<file path="config.mk">
export PLATFORM = sky130hd
export DESIGN_NAME = psc_power_state_control
export DESIGN_NICKNAME = d
export VERILOG_FILES = /design/src/design/psc_pkg.sv /design/src/design/psc_power_state_control.sv
export VERILOG_INCLUDE_DIRS = /design/src /design/src/design
export SDC_FILE = /design/constraint.sdc
export NUM_CORES = 1
export LEC_CHECK = 0
export ABC_AREA = 1
export BUFFER_PORTS_ARGS = -buffer_cell sky130_fd_sc_hd__buf_4
export CORE_MARGIN = 5
export CORE_UTILIZATION = 46
export CTS_CLUSTER_DIAMETER = 30
export DETAILED_ROUTE_END_ITERATION = 10
export GPL_TIMING_DRIVEN = 0
export PLACE_DENSITY = 0.77
export RECOVER_POWER = 100
export SETUP_SLACK_MARGIN = 0.2
export SYNTH_ARGS = -nofsm -noshare
export SYNTH_HDL_FRONTEND = slang
export SYNTH_SLANG_ARGS = --single-unit
</file>
<file path="constraint.sdc">
create_clock -name CORE_CLK_I -period 1.5 [get_ports CORE_CLK_I]
set_input_delay 0.075 -clock CORE_CLK_I [delete_from_list [all_inputs] [get_ports CORE_CLK_I]]
set_output_delay 0.075 -clock CORE_CLK_I [all_outputs]
set_load 0.005 [all_outputs]
</file>
<file path="src/design/psc_regs.svh">
// Constants for the power state control block
`ifndef PSC_REGS_SVH
`define PSC_REGS_SVH
`define PSC_STATE_ACTIVE 2'h0
`define PSC_STATE_REDUCED 2'h1
`define PSC_STATE_HIBERNATE 2'h2
`define PSC_STABLE_CYCLES_DEF 8
`define PSC_RST_STATE 2'h0
`endif

</file>
<file path="src/design/psc_pkg.sv">
// Types for the power state control block
package psc_pkg;
  typedef enum logic [1:0] {PSC_ACTIVE, PSC_REDUCED, PSC_HIBERNATE} psc_state_e;
  typedef enum logic [1:0] {PSC_PIN_ACTIVE, PSC_PIN_REDUCED, PSC_PIN_HIBERNATE, PSC_PIN_START} psc_pin_e;
  typedef struct packed {
    logic auto_bypass_disable;
    logic force_bypass_b;
    logic force_bypass_c;
    logic [2:0] coarse_reg_enable;
    logic coarse_reg_shunt;
    logic [1:0] power_state_select;
    logic pin_state_control_enable;
    logic start_forces_active;
  } psc_ctrl_s;
  typedef struct packed {
    logic bypass_b;
    logic bypass_c;
    logic [2:0] coarse_on;
    logic [2:0] coarse_shunt;
    logic conv_on;
  } psc_out_s;
endpackage

</file>
<file path="src/design/psc_power_state_control.sv">
// Power state controller with register and pin-driven state selection
// Contract
// Linear regulators auto-bypass on low input unless auto_bypass_disable is set.
// Each linear regulator bypasses while its force_bypass bit is set.
// One coarse_reg_enable bit per output enables its coarse regulator.
// Coarse shunt ties every enabled coarse regulator output to input supply.
// Low-voltage output-B variant disables output-B coarse regulator and shunt.
// Host writes power_state_select; device enters requested state.
// Register-controlled mode keeps bus pull-ups enabled in low states.
// Pin mode disables pull-ups; bus pins are host-driven inputs.
// Pins decode 11 active, 01 reduced, 00 hibernate, 10 bus start.
// Pin mode permits only neighbour transitions; active-hibernate moves forbidden.
// Bus start clears pin mode; optionally forces active state. Code acts on a start only in active state.
// Reset leaves device active with full current available.
// Reduced-bias state selects low-state peak currents and output-B voltage.
// Reduced-bias routes converter B counts to separate result pair.
// Hibernate turns off converters and regulators, turns on enabled coarse regulators.
// Hibernate halts measurements and charge counting.
// Hibernate keeps register access but never asserts interrupt.
// Host uses pin mode only with hardware holding lines during reset.
// Pin mode only when this device is sole bus target.
// Pin levels pass two flip-flops and must stay stable before use.
// Forbidden pin combinations are ignored; current state is held.
`timescale 1ns/10ps
`include "psc_regs.svh"
module psc_power_state_control #(
  parameter int STABLE_CYCLES = `PSC_STABLE_CYCLES_DEF,
  parameter bit LOW_VOLT_B = 1'b0
) (
  // Clock and reset
  input wire logic CORE_CLK_I,
  input wire logic RST_I,
  // Control bits
  input wire psc_pkg::psc_ctrl_s CTRL_I,
  input wire logic CTRL_WRITE_I,
  // Analog status
  input wire logic INPUT_SUPPLY_LOW_I,
  input wire logic IRQ_REQ_I,
  // Bus pins
  input wire logic SCL_I,
  input wire logic SDA_I,
  // Status and actuation
  output psc_pkg::psc_state_e STATE_O,
  output psc_pkg::psc_out_s ACT_O,
  output logic PULLUP_EN_O,
  output logic PIN_MODE_O,
  output logic LOW_STATE_SEL_O,
  output logic COUNT_B_LOW_SEL_O,
  output logic MEAS_EN_O,
  output logic COUNT_EN_O,
  output logic IRQ_O
);
  localparam int CW = $clog2(STABLE_CYCLES + 1);

  // Elaboration check: a zero count would let every glitch through
  if (STABLE_CYCLES < 1)
  begin
    $error("STABLE_CYCLES must be at least 1");
  end

  logic scl_s1;
  logic scl_s2;
  logic sda_s1;
  logic sda_s2;
  psc_pkg::psc_pin_e pin_code;
  psc_pkg::psc_pin_e pin_prev;
  psc_pkg::psc_pin_e pin_stable;
  logic stable_new;
  logic [CW-1:0] stab_cnt;
  logic pin_mode;
  logic pin_mode_d;
  psc_pkg::psc_state_e state;
  psc_pkg::psc_state_e next_state;
  psc_pkg::psc_state_e reg_req;
  logic start_forces_active;

  // Two-stage synchronisers on the bus pins
  always_ff @(posedge CORE_CLK_I or posedge RST_I)
  begin
    if (RST_I)
    begin
      scl_s1 <= 1'b1;
      scl_s2 <= 1'b1;
      sda_s1 <= 1'b1;
      sda_s2 <= 1'b1;
    end
    else
    begin
      scl_s1 <= SCL_I;
      scl_s2 <= scl_s1;
      sda_s1 <= SDA_I;
      sda_s2 <= sda_s1;
    end
  end

  // Pin level decode
  always_comb
  begin
    case ({scl_s2, sda_s2})
      2'h3: pin_code = psc_pkg::PSC_PIN_ACTIVE;
      2'h1: pin_code = psc_pkg::PSC_PIN_REDUCED;
      2'h0: pin_code = psc_pkg::PSC_PIN_HIBERNATE;
      default: pin_code = psc_pkg::PSC_PIN_START;
    endcase
  end

  // Filter glitches while the host swings both lines
  always_ff @(posedge CORE_CLK_I or posedge RST_I)
  begin
    if (RST_I)
    begin
      pin_prev <= psc_pkg::PSC_PIN_ACTIVE;
      pin_stable <= psc_pkg::PSC_PIN_ACTIVE;
      stab_cnt <= '0;
      stable_new <= 1'b0;
    end
    else
    begin
      pin_prev <= pin_code;
      stable_new <= 1'b0;
      if (pin_code != pin_prev)
      begin
        stab_cnt <= '0;
      end
      else if (stab_cnt < CW'(STABLE_CYCLES - 1))
      begin
        stab_cnt <= stab_cnt + CW'(1);
      end
      else if (pin_stable != pin_code)
      begin
        pin_stable <= pin_code;
        stable_new <= 1'b1;
      end
    end
  end

  // Pin mode and start handling
  always_ff @(posedge CORE_CLK_I or posedge RST_I)
  begin
    if (RST_I)
    begin
      pin_mode <= 1'b0;
      start_forces_active <= 1'b0;
    end
    else if (CTRL_WRITE_I)
    begin
      pin_mode <= CTRL_I.pin_state_control_enable;
      start_forces_active <= CTRL_I.start_forces_active;
    end
    else if (pin_mode && stable_new && pin_stable == psc_pkg::PSC_PIN_START && state == psc_pkg::PSC_ACTIVE)
    begin
      pin_mode <= 1'b0;
    end
  end

  always_comb
  begin
    case (CTRL_I.power_state_select)
      `PSC_STATE_REDUCED: reg_req = psc_pkg::PSC_REDUCED;
      `PSC_STATE_HIBERNATE: reg_req = psc_pkg::PSC_HIBERNATE;
      default: reg_req = psc_pkg::PSC_ACTIVE;
    endcase
  end

  // State transitions
  always_comb
  begin
    next_state = state;
    pin_mode_d = pin_mode && stable_new;
    if (CTRL_WRITE_I)
    begin
      next_state = reg_req;
    end
    else if (pin_mode_d)
    begin
      case (state)
        psc_pkg::PSC_ACTIVE:
        begin
          if (pin_stable == psc_pkg::PSC_PIN_REDUCED)
          begin
            next_state = psc_pkg::PSC_REDUCED;
          end
          else if (pin_stable == psc_pkg::PSC_PIN_START && start_forces_active)
          begin
            next_state = psc_pkg::PSC_ACTIVE;
          end
          else
          begin
            next_state = state;
          end
        end
        psc_pkg::PSC_REDUCED:
        begin
          if (pin_stable == psc_pkg::PSC_PIN_ACTIVE)
          begin
            next_state = psc_pkg::PSC_ACTIVE;
          end
          else if (pin_stable == psc_pkg::PSC_PIN_HIBERNATE)
          begin
            next_state = psc_pkg::PSC_HIBERNATE;
          end
          else
          begin
            next_state = state;
          end
        end
        psc_pkg::PSC_HIBERNATE:
        begin
          if (pin_stable == psc_pkg::PSC_PIN_REDUCED)
          begin
            next_state = psc_pkg::PSC_REDUCED;
          end
          else
          begin
            next_state = state;
          end
        end
        default: next_state = state;
      endcase
    end
  end

  always_ff @(posedge CORE_CLK_I or posedge RST_I)
  begin
    if (RST_I)
    begin
      state <= psc_pkg::PSC_ACTIVE;
    end
    else
    begin
      state <= next_state;
    end
  end

  // Regulator actuation; registered so outputs are glitch free
  always_ff @(posedge CORE_CLK_I or posedge RST_I)
  begin
    if (RST_I)
    begin
      ACT_O.bypass_b <= 1'b0;
      ACT_O.bypass_c <= 1'b0;
      ACT_O.coarse_on <= 3'h0;
      ACT_O.coarse_shunt <= 3'h0;
      ACT_O.conv_on <= 1'b1;
    end
    else
    begin
      ACT_O.bypass_b <= (state != psc_pkg::PSC_HIBERNATE) &&
        (CTRL_I.force_bypass_b || (INPUT_SUPPLY_LOW_I && !CTRL_I.auto_bypass_disable));
      ACT_O.bypass_c <= (state != psc_pkg::PSC_HIBERNATE) &&
        (CTRL_I.force_bypass_c || (INPUT_SUPPLY_LOW_I && !CTRL_I.auto_bypass_disable));
      for (int i = 0; i < 3; i++)
      begin
        // Variant without coarse B keeps output B unaffected
        ACT_O.coarse_on[i] <= (state == psc_pkg::PSC_HIBERNATE) && CTRL_I.coarse_reg_enable[i] &&
          !(LOW_VOLT_B && i == 1);
        ACT_O.coarse_shunt[i] <= (state == psc_pkg::PSC_HIBERNATE) && CTRL_I.coarse_reg_enable[i] &&
          CTRL_I.coarse_reg_shunt && !(LOW_VOLT_B && i == 1);
      end
      ACT_O.conv_on <= state != psc_pkg::PSC_HIBERNATE;
    end
  end

  // State and selector outputs
  always_ff @(posedge CORE_CLK_I or posedge RST_I)
  begin
    if (RST_I)
    begin
      STATE_O <= psc_pkg::PSC_ACTIVE;
      LOW_STATE_SEL_O <= 1'b0;
      COUNT_B_LOW_SEL_O <= 1'b0;
      MEAS_EN_O <= 1'b1;
      COUNT_EN_O <= 1'b1;
    end
    else
    begin
      STATE_O <= state;
      LOW_STATE_SEL_O <= state == psc_pkg::PSC_REDUCED;
      COUNT_B_LOW_SEL_O <= state == psc_pkg::PSC_REDUCED;
      MEAS_EN_O <= state != psc_pkg::PSC_HIBERNATE;
      COUNT_EN_O <= state != psc_pkg::PSC_HIBERNATE;
    end
  end

  // Bus pin control; pull-ups return one clock after pin mode ends
  always_ff @(posedge CORE_CLK_I or posedge RST_I)
  begin
    if (RST_I)
    begin
      PULLUP_EN_O <= 1'b1;
      PIN_MODE_O <= 1'b0;
    end
    else
    begin
      PULLUP_EN_O <= !pin_mode;
      PIN_MODE_O <= pin_mode;
    end
  end

  // Interrupt gate; requests raised in hibernate are dropped, not held
  always_ff @(posedge CORE_CLK_I or posedge RST_I)
  begin
    if (RST_I)
    begin
      IRQ_O <= 1'b0;
    end
    else
    begin
      IRQ_O <= IRQ_REQ_I && state != psc_pkg::PSC_HIBERNATE;
    end
  end
endmodule

</file>
After elaboration in Yosys (flattened, before gate mapping). Cells that the tools add are included.

Bits in registers: 32. Bits in latches: 0. Memory bits (writable): 0. Memory bits (read-only): 0. Input port bits: 18. Output and inout bits: 18. Logic and storage cells: 84. Memories: 0.

Add/subtract/negate cells: 1. Multipliers: 0. Divide/modulo/power cells: 0. $lt $le $gt $ge: 1. Eq/ne operators: 15. Shift operators: 0. Multiplexer cells: 17. Bitwise logic cells: 2. Reductions and logical operators: 27.

Operators by type and width (count): logical AND 1 bit (14); 2-to-1 mux 2 bit (7); one-hot mux 2 bit (3 select lines) (2); == test 2 bit, second input constant (5); == test 2 x 1 -> 1 bit, second input constant (4); 2-to-1 mux 4 bit (2); zero test 2 bit (3); nonzero test 2 bit (3); 2-to-1 mux 1 bit (5); AND reduction 5 bit (1); adder 4 x 1 -> 4 bit, second input constant (1); < comparator 4 x 3 -> 1 bit, second input constant (1); inequality test 2 bit (2); inequality test 4 x 2 -> 1 bit, second input constant (1); inequality test 4 bit, second input constant (1); one-hot mux 2 bit (2 select lines) (1); nonzero test 4 bit (1); inequality test 3 bit, second input constant (1); AND reduction 3 bit (1); zero test 1 bit (2); logical OR 1 bit (2); inequality test 2 bit, second input constant (1); NOT 1 bit (2).

Longest topological paths before layout. Gate-level depths: netlist (run 1).

Word-level depth: 7. Depth in mapped cells: 10. Gate-level depth less buffers: 10.

Worst setup path after synthesis (run 1). Ideal clock, no wire load.

Path kind: register to register. Start point: reg sda_s2. End point: reg pin_stable[0]. Arrival: 1.434 ns. Data required time: 1.383 ns. Slack: -0.051 ns. Stages on the path, launching flop included: 9. Buffers on the path: 0. Clock period less this slack: 1.551 ns. Cells stage by stage: dfstp_2 > inv_1 > ha_1 > xnor2_1 > nand2_2 > clkinv_2 > nand2_2 > nand2_1 > o21ai_2.

Word-level cells in the longest chain between the ends: 5. Elaborated cells between the ends (all ways): 8. Classes of those cells: eq/ne (4); mux (1); bitwise (1); reduce/logical (2).

Ends and longest elaborated chain: start: declaration (RTL line psc_power_state_control.sv:64) `logic sda_s2;`; start signal: assignment (RTL line psc_power_state_control.sv:92) `sda_s2 <= sda_s1;`; == test 2 x 1 -> 1 bit (tied with other cells) (RTL line psc_power_state_control.sv:99) `case ({scl_s2, sda_s2})`; one-hot mux 2 bit (3 select lines) * (RTL line psc_power_state_control.sv:99); net pin_code[0] (RTL line psc_power_state_control.sv:65) `psc_pkg::psc_pin_e pin_code;`; inequality test 2 bit (RTL line psc_power_state_control.sv:121) `if (pin_code != pin_prev)`; NOT 1 bit (no source line); AND reduction 3 bit (no source line); end signal: assignment (RTL line psc_power_state_control.sv:113) `pin_stable <= psc_pkg::PSC_PIN_ACTIVE;`; end signal: assignment (RTL line psc_power_state_control.sv:131) `pin_stable <= pin_code;`; end: declaration (RTL line psc_power_state_control.sv:67) `psc_pkg::psc_pin_e pin_stable;`.

Mark *: on every way through the listed nets, which the timed path passes. The rest lies on a longest branch. A chain may end at the register's enable or synchronous reset.

Final worst setup path (run 1). Same ends and word-level chain as after synthesis.

==> impl_metrics.yaml, run 1 <==
run_status:
  outcome: "complete, no violations"
placed_design:
  place.port_buffers: 35
  gp_congestion: 0.813
  dp_cells: 203
  placement.cell_area_um2: 1670
  dp.final_hpwl_um: 1830
setup_path:
  critical_path.cell_chain: "inv_2, ha_4, xnor2_2, nand2_4, inv_4, nand2_2, nand2_1, o21ai_2"
  critPathTopFamily: "flip-flops"
  critPathLaunch: "sda_s2"
  crit_path_top_delay_cell: "dfstp_2"
  rr_worst_depth: 8
  crit_type: "reg2reg"
  crit_buf_inv: 2
  crit-reg2reg-launch: "sda_s2"
  r2r_setup_slack_ns: 0.003
  cp_data_arrival_time_ns: 1.72
  critPathCaptureType: "register"
  r2r_end: "pin_stable[0]"
  cp-start-kind: "register"
  critPathMaxFanout: 4
  max_stage_delay_ns: 0.55
  cp.required_ns: 1.73
clock_network:
  worstSkewPairLatency_ns: 0.33
  clk_path_buf_depth: 2
  path_clk_slew_ns: 0.09
  clock-root-buffer: "clkbuf_4"
  clock-sinks: 32
  cts_buffers: 5
  cts_tree: "done"
  htree_levels: 2
global_route:
  grt_max_degree: 33
  grt_pass1_vias: 1164
  grt_use_total_pct: 15.5
  grt_pass1_wl_um: 4870
  grt_overflow: 0
  antenna_found_initial: 0
finish:
  nets: 224
  fin_area_um2: 1940
  antenna_cells: 0
  area_growth_pct: 44.6
  drive_above_1_share_pct: 35.3
  fin_cells: 232
route:
  drc_errors: 0
  avgRoutedWirePerCell_um: 12.4
  ant_nets: 0
  wirelength_um: 2890
  dr.pass1.iters: 4
  vias: 1137
  avgViaCountPerCell: 4.90
  dr.first_iter.drc_count: 21
timing:
  rsz0062_at_grt: "true"
  hold_viol_final: 0
  tightest_slew_ns: 0.514
  timing.final.crit_share_pct: 99.8
  final-setup-viol-count: 0
  clock_skew_ns: 0.00616
  relSlewSlack_pct: 65.7
  max_freq_mhz: 668
  slew_violations: 0
  finalSetupTns_ns: 0
  min_period_ns: 1.50
hold_path:
  hold_depth: 4
  min_to: "state[0]"
  hp-class: "in2reg"
  hp-start: "CTRL_I[3]"
power:
  ir_drop_v: 0.000923
  leakage_nw: 1.01
  p_per_area_nw_per_um2: 952
synthesis:
  syn_nets: 161
  avgSynthCellArea_um2: 9.82
  ys_seq_area_share_pct: 60.1
  synth_top_area_share_pct: 48.4
  syn_area_um2: 1350
  ys_top_cells_by_area: "dfrtp_1 48%, dfstp_2 12%, nand2_1 8.9%"
  yosys_warnings: 0
  synth_cells: 137
  ys_types: 21
  synth_top_area_cell: "dfrtp_1"
  synth_seq_cells: 32
die:
  initial_core_util_pct: 48.4
  die_h_um: 64.1
  row_count: 19
  dieWidth_um: 64.1
  io_pins: 36
  core_um2: 2780
  die_area_um2: 4110
flow_run:
  maxCapViolCount: 0
## cell usage after synthesis
cell type,count
nand2_1,32
dfrtp_1,26
inv_1,22
nor2_1,8
nand3_1,7
dfstp_2,6
ha_1,6
a21oi_1,5
buf_4,4
nand2_2,4
o21ai_0,4
inv_2,2
o211ai_1,2
xnor2_1,2
clkinv_2,1
nand4_1,1
nor2_4,1
o21ai_2,1
o31ai_1,1
or2_2,1
xor2_1,1
## power by group
part	total, mW	switching, mW	internal [mW]
combinational	0.346	0.164	0.182
clock	0.551	0.276	0.276
sequential	0.954	0.0298	0.924
total	1.85	0.469	1.38
## layer usage
metal  up-vias  GRT usage (%)  wire, µm
li1        547              -         -
met1       534           14.9       988
met2        47           27.5      1520
met3         9           8.06       295
met4         0           6.23        85
met5         -              0         0
## kinds of logic after synthesis
kind of cell             synth area share (%)
buffers and inverters                    9.30
adder cells (fa/ha/maj)                  5.58
AO/OA/AOI/OAI                            5.67
flip-flops                               60.1
XOR/XNOR                                 1.95
AND/OR/NAND/NOR                          17.4
## worst max path at each step
| stage | slack, ns | end | depth (start not counted) |
|---|---|---|---|
| global route | -0.09 | pin_stable[0] | 8 |
| detailed placement | -0.02 | pin_stable[1] | 9 |
| floorplan | 0.08 | pin_stable[0] | 8 |
| finish | 0.003 | pin_stable[0] | 8 |
| CTS | 0.004 | pin_stable[0] | 8 |
| global placement | 0.01 | pin_stable[1] | 9 |
## state kept, by name (all words and copies together) (netlist names), 2 cells and up
register    cells
STATE_O         2
ACT_O           8
stab_cnt        4
pin_prev        2
state           2
pin_stable      2
## per-stage QoR
stage          hold slack, ns  worst slack (ns)  total power, mW  util, %
6_report               0.0121           0.00339             1.85     69.9
5_1_grt               0.00432           -0.0935             1.96     69.9
4_1_cts              0.000573           0.00376             1.87     69.9
3_5_place_dp            0.185           -0.0222             1.24     59.9
3_3_place_gp            0.183           0.00986             1.23     59.9
2_1_floorplan          0.0795            0.0783             1.12        -
## worst reg2reg max path, stage by stage (launching register included)
cell and delay, ns:
dfstp_2 0.55, inv_2 0.05, ha_4 0.26, xnor2_2 0.18, nand2_4 0.11, inv_4 0.08
nand2_2 0.05, nand2_1 0.07, o21ai_2 0.05
## final cells by class
type / instances / area (µm²)
clock buffer: 8 / 68.8
inverter: 25 / 96.3
buffer: 4 / 30.0
fill: 203 / 837
multi-input combinational: 76 / 477
sequential: 32 / 808
tap: 31 / 38.8
timing repair buffer: 56 / 425
## layout by cell type (no fill, tap or decap), types with 2 or more instances in the layout
cell,instances
dlygate4sd3_1,15
inv_1,17
nand3_1,6
o21ai_2,3
clkbuf_4,21
o211ai_1,2
dfstp_2,5
buf_4,20
nand2_1,32
nand2_2,3
clkbuf_1,9
inv_2,7
ha_1,3
a21oi_1,5
clkbuf_8,2
dfrtp_1,26
o21ai_0,2
nor2_1,8
ha_4,3
## timing repair
action,CTS,global route
buffers inserted,5,0
hold endpoints to repair,13,6
pin swaps,2,6
hold buffers,14,1
endpoints found under the setup margin,9,10
resized for setup,8,8
Note: power is estimated with default switching activity, not from simulation.
==> run 2: changes to the inputs <==
--- a/config.mk
+++ b/config.mk
@@ -14,7 +14,6 @@
 export DETAILED_ROUTE_END_ITERATION = 10
 export GPL_TIMING_DRIVEN = 0
 export PLACE_DENSITY = 0.77
-export RECOVER_POWER = 100
 export SETUP_SLACK_MARGIN = 0.2
 export SYNTH_ARGS = -nofsm -noshare
 export SYNTH_HDL_FRONTEND = slang
==> run 2 against run 1 <==
Effect of this change: fmax is 0.28% higher; critical path type unchanged; cell area is 3.0% higher; largest cell class unchanged; highest routed layer unchanged; combinational power rose by 6.6%.
==> impl_metrics.yaml, run 2 (synthesized netlist as in run 1, its figures left out) <==
finish:
  antenna_cells: 0
  fin_util_pct: 72.0
  area_growth_pct: 48.9
  layout_commonest_cell: "buf_4"
  fill_cells: 190
  fin_cells: 232
  nets: 224
  final_cell_mix: "43 x buf_4, 32 x nand2_1, 26 x dfrtp_1, 17 x inv_1, 15 x dlygate4sd3_1"
  multi_input_area_um2: 479
  largest-register: "ACT_O"
  largest_register_ffs: 8
  regArea_um2: 808
  top_regs: "ACT_O: 8 flops, stab_cnt: 4 flops"
  drive_above_1_share_pct: 40.3
timing:
  slew_violations: 0
  tightest_slew_ns: 0.461
  min_period_ns: 1.49
  max_freq_mhz: 670
  rsz0062_at_grt: "true"
  timing.final.crit_share_pct: 99.5
  final-setup-viol-count: 0
  hold_viol_final: 0
  clock_skew_ns: 0.00749
  relSlewSlack_pct: 69.2
  finalSetupTns_ns: 0
route:
  avgRoutedWirePerCell_um: 12.5
  ant_nets: 0
  dr.first_iter.drc_count: 23
  dr.pass1.iters: 4
  avgViaCountPerCell: 4.84
  vias: 1122
  drc_errors: 0
  wirelength_um: 2890
clock_network:
  clock-root-buffer: "clkbuf_4"
  path_clk_slew_ns: 0.09
  htree_levels: 2
  clk_path_buf_depth: 2
  cts_buffers: 5
  cts_tree: "done"
  clock-sinks: 32
  worstSkewPairLatency_ns: 0.33
setup_path:
  max_stage_delay_ns: 0.55
  critPathMaxFanout: 4
  cp-start-kind: "register"
  cp_data_arrival_time_ns: 1.72
  cp.required_ns: 1.73
  crit_buf_inv: 2
  critical_path.cell_chain: "inv_2, ha_4, xnor2_2, nand2_4, inv_4, nand2_2, nand2_1, o21ai_2"
  crit_type: "reg2reg"
  critPathTopFamily: "flip-flops"
  crit_path_top_delay_cell: "dfstp_2"
  critPathCaptureType: "register"
power:
  swShare_pct: 25.1
  power.share.combinational_pct: 19.7
  internal_power_mw: 1.41
  clkPwrFrac_pct: 29.3
  seq_power_share_pct: 51.0
  p_sw_mw: 0.471
  leakage_nw: 1.06
  ir_drop_v: 0.000938
  p_per_area_nw_per_um2: 937
  finalPower_mw: 1.88
die:
  dieWidth_um: 64.1
  die_h_um: 64.1
  initial_core_util_pct: 48.4
  row_count: 19
  die_area_um2: 4110
  core_um2: 2780
  io_pins: 36
run_status:
  outcome: "complete, no violations"
global_route:
  grt_max_degree: 33
  grt_overflow: 0
  grt_use_total_pct: 15.5
  grt_pass1_vias: 1164
  grt_pass1_wl_um: 4870
  antenna_found_initial: 0
placed_design:
  dp_cells: 203
  dp.final_hpwl_um: 1830
  gp_congestion: 0.813
  place.port_buffers: 35
hold_path:
  hp-class: "in2reg"
flow_run:
  maxCapViolCount: 0
-- run 2: cell count changes in the layout (fill, tap and decap cells not counted), sizes merged --
cell    delta
clkbuf    -25
buf       +25
-- run 2: power by group through the flow --
stage	Combinational (mW)	Clock (mW)	Sequential, mW
floorplan	0.145	0	0.972
global placement	0.255	0	0.970
detailed placement	0.268	0	0.974
CTS	0.342	0.568	0.955
global route	0.409	0.618	0.965
finish	0.369	0.551	0.957
-- run 2: cell type report --
type	instances	area share, %
Inverter	25	4.81
Clock buffer	8	3.44
Timing Repair Buffer	56	24.0
Sequential cell	32	40.3
Buffer	4	1.50
Tap cell	31	1.94
Multi-Input combinational cell	76	23.9
-- run 2: timing repair --
action	CTS	global route
setup buffers	5	0
pin swaps	2	6
cloned	0	0
endpoints found under the hold margin	13	6
resized for setup	8	8
setup endpoints to repair	9	10
hold buffers	14	1
-- run 2: metrics by stage --
step | worst slack (ns) | hold WS [ns] | area (µm²)
6_report | 0.00763 | 0.0133 | 2000
5_1_grt | -0.0935 | 0.00426 | 2000
4_1_cts | 0.00376 | 0.000573 | 1940
3_5_place_dp | -0.0222 | 0.185 | 1670
3_3_place_gp | 0.00986 | 0.183 | 1670
2_1_floorplan | 0.0783 | 0.0795 | 1370
-- run 2: worst paths after layout --
check | startpoint | to | slack [ns] | depth (start not counted)
min reg2reg | scl_s1 | scl_s2 | 0.36 | 0
max in group asynchronous | RST_I | COUNT_EN_O | 0.65 | 4
max | sda_s2 | pin_stable[0] | 0.008 | 8
min in group asynchronous | RST_I | stab_cnt[0] | 0.32 | 3
max reg2reg | sda_s2 | pin_stable[0] | 0.008 | 8
min | CTRL_I[3] | state[0] | 0.01 | 4
-- run 2: worst register-to-register path, cell delays in order, from the launching register on --
cell and delay [ns]:
dfstp_2 0.55, inv_2 0.05, ha_4 0.26, xnor2_2 0.18, nand2_4 0.11, inv_4 0.08
nand2_2 0.05, nand2_1 0.07, o21ai_2 0.05
-- run 2: layer usage --
metal | global-route usage, % | up-vias | wire length, µm
li1 | - | 543 | -
met1 | 14.9 | 525 | 994
met4 | 6.23 | 0 | 85
met3 | 8.06 | 9 | 282
met5 | 0 | - | 0
met2 | 27.5 | 45 | 1530
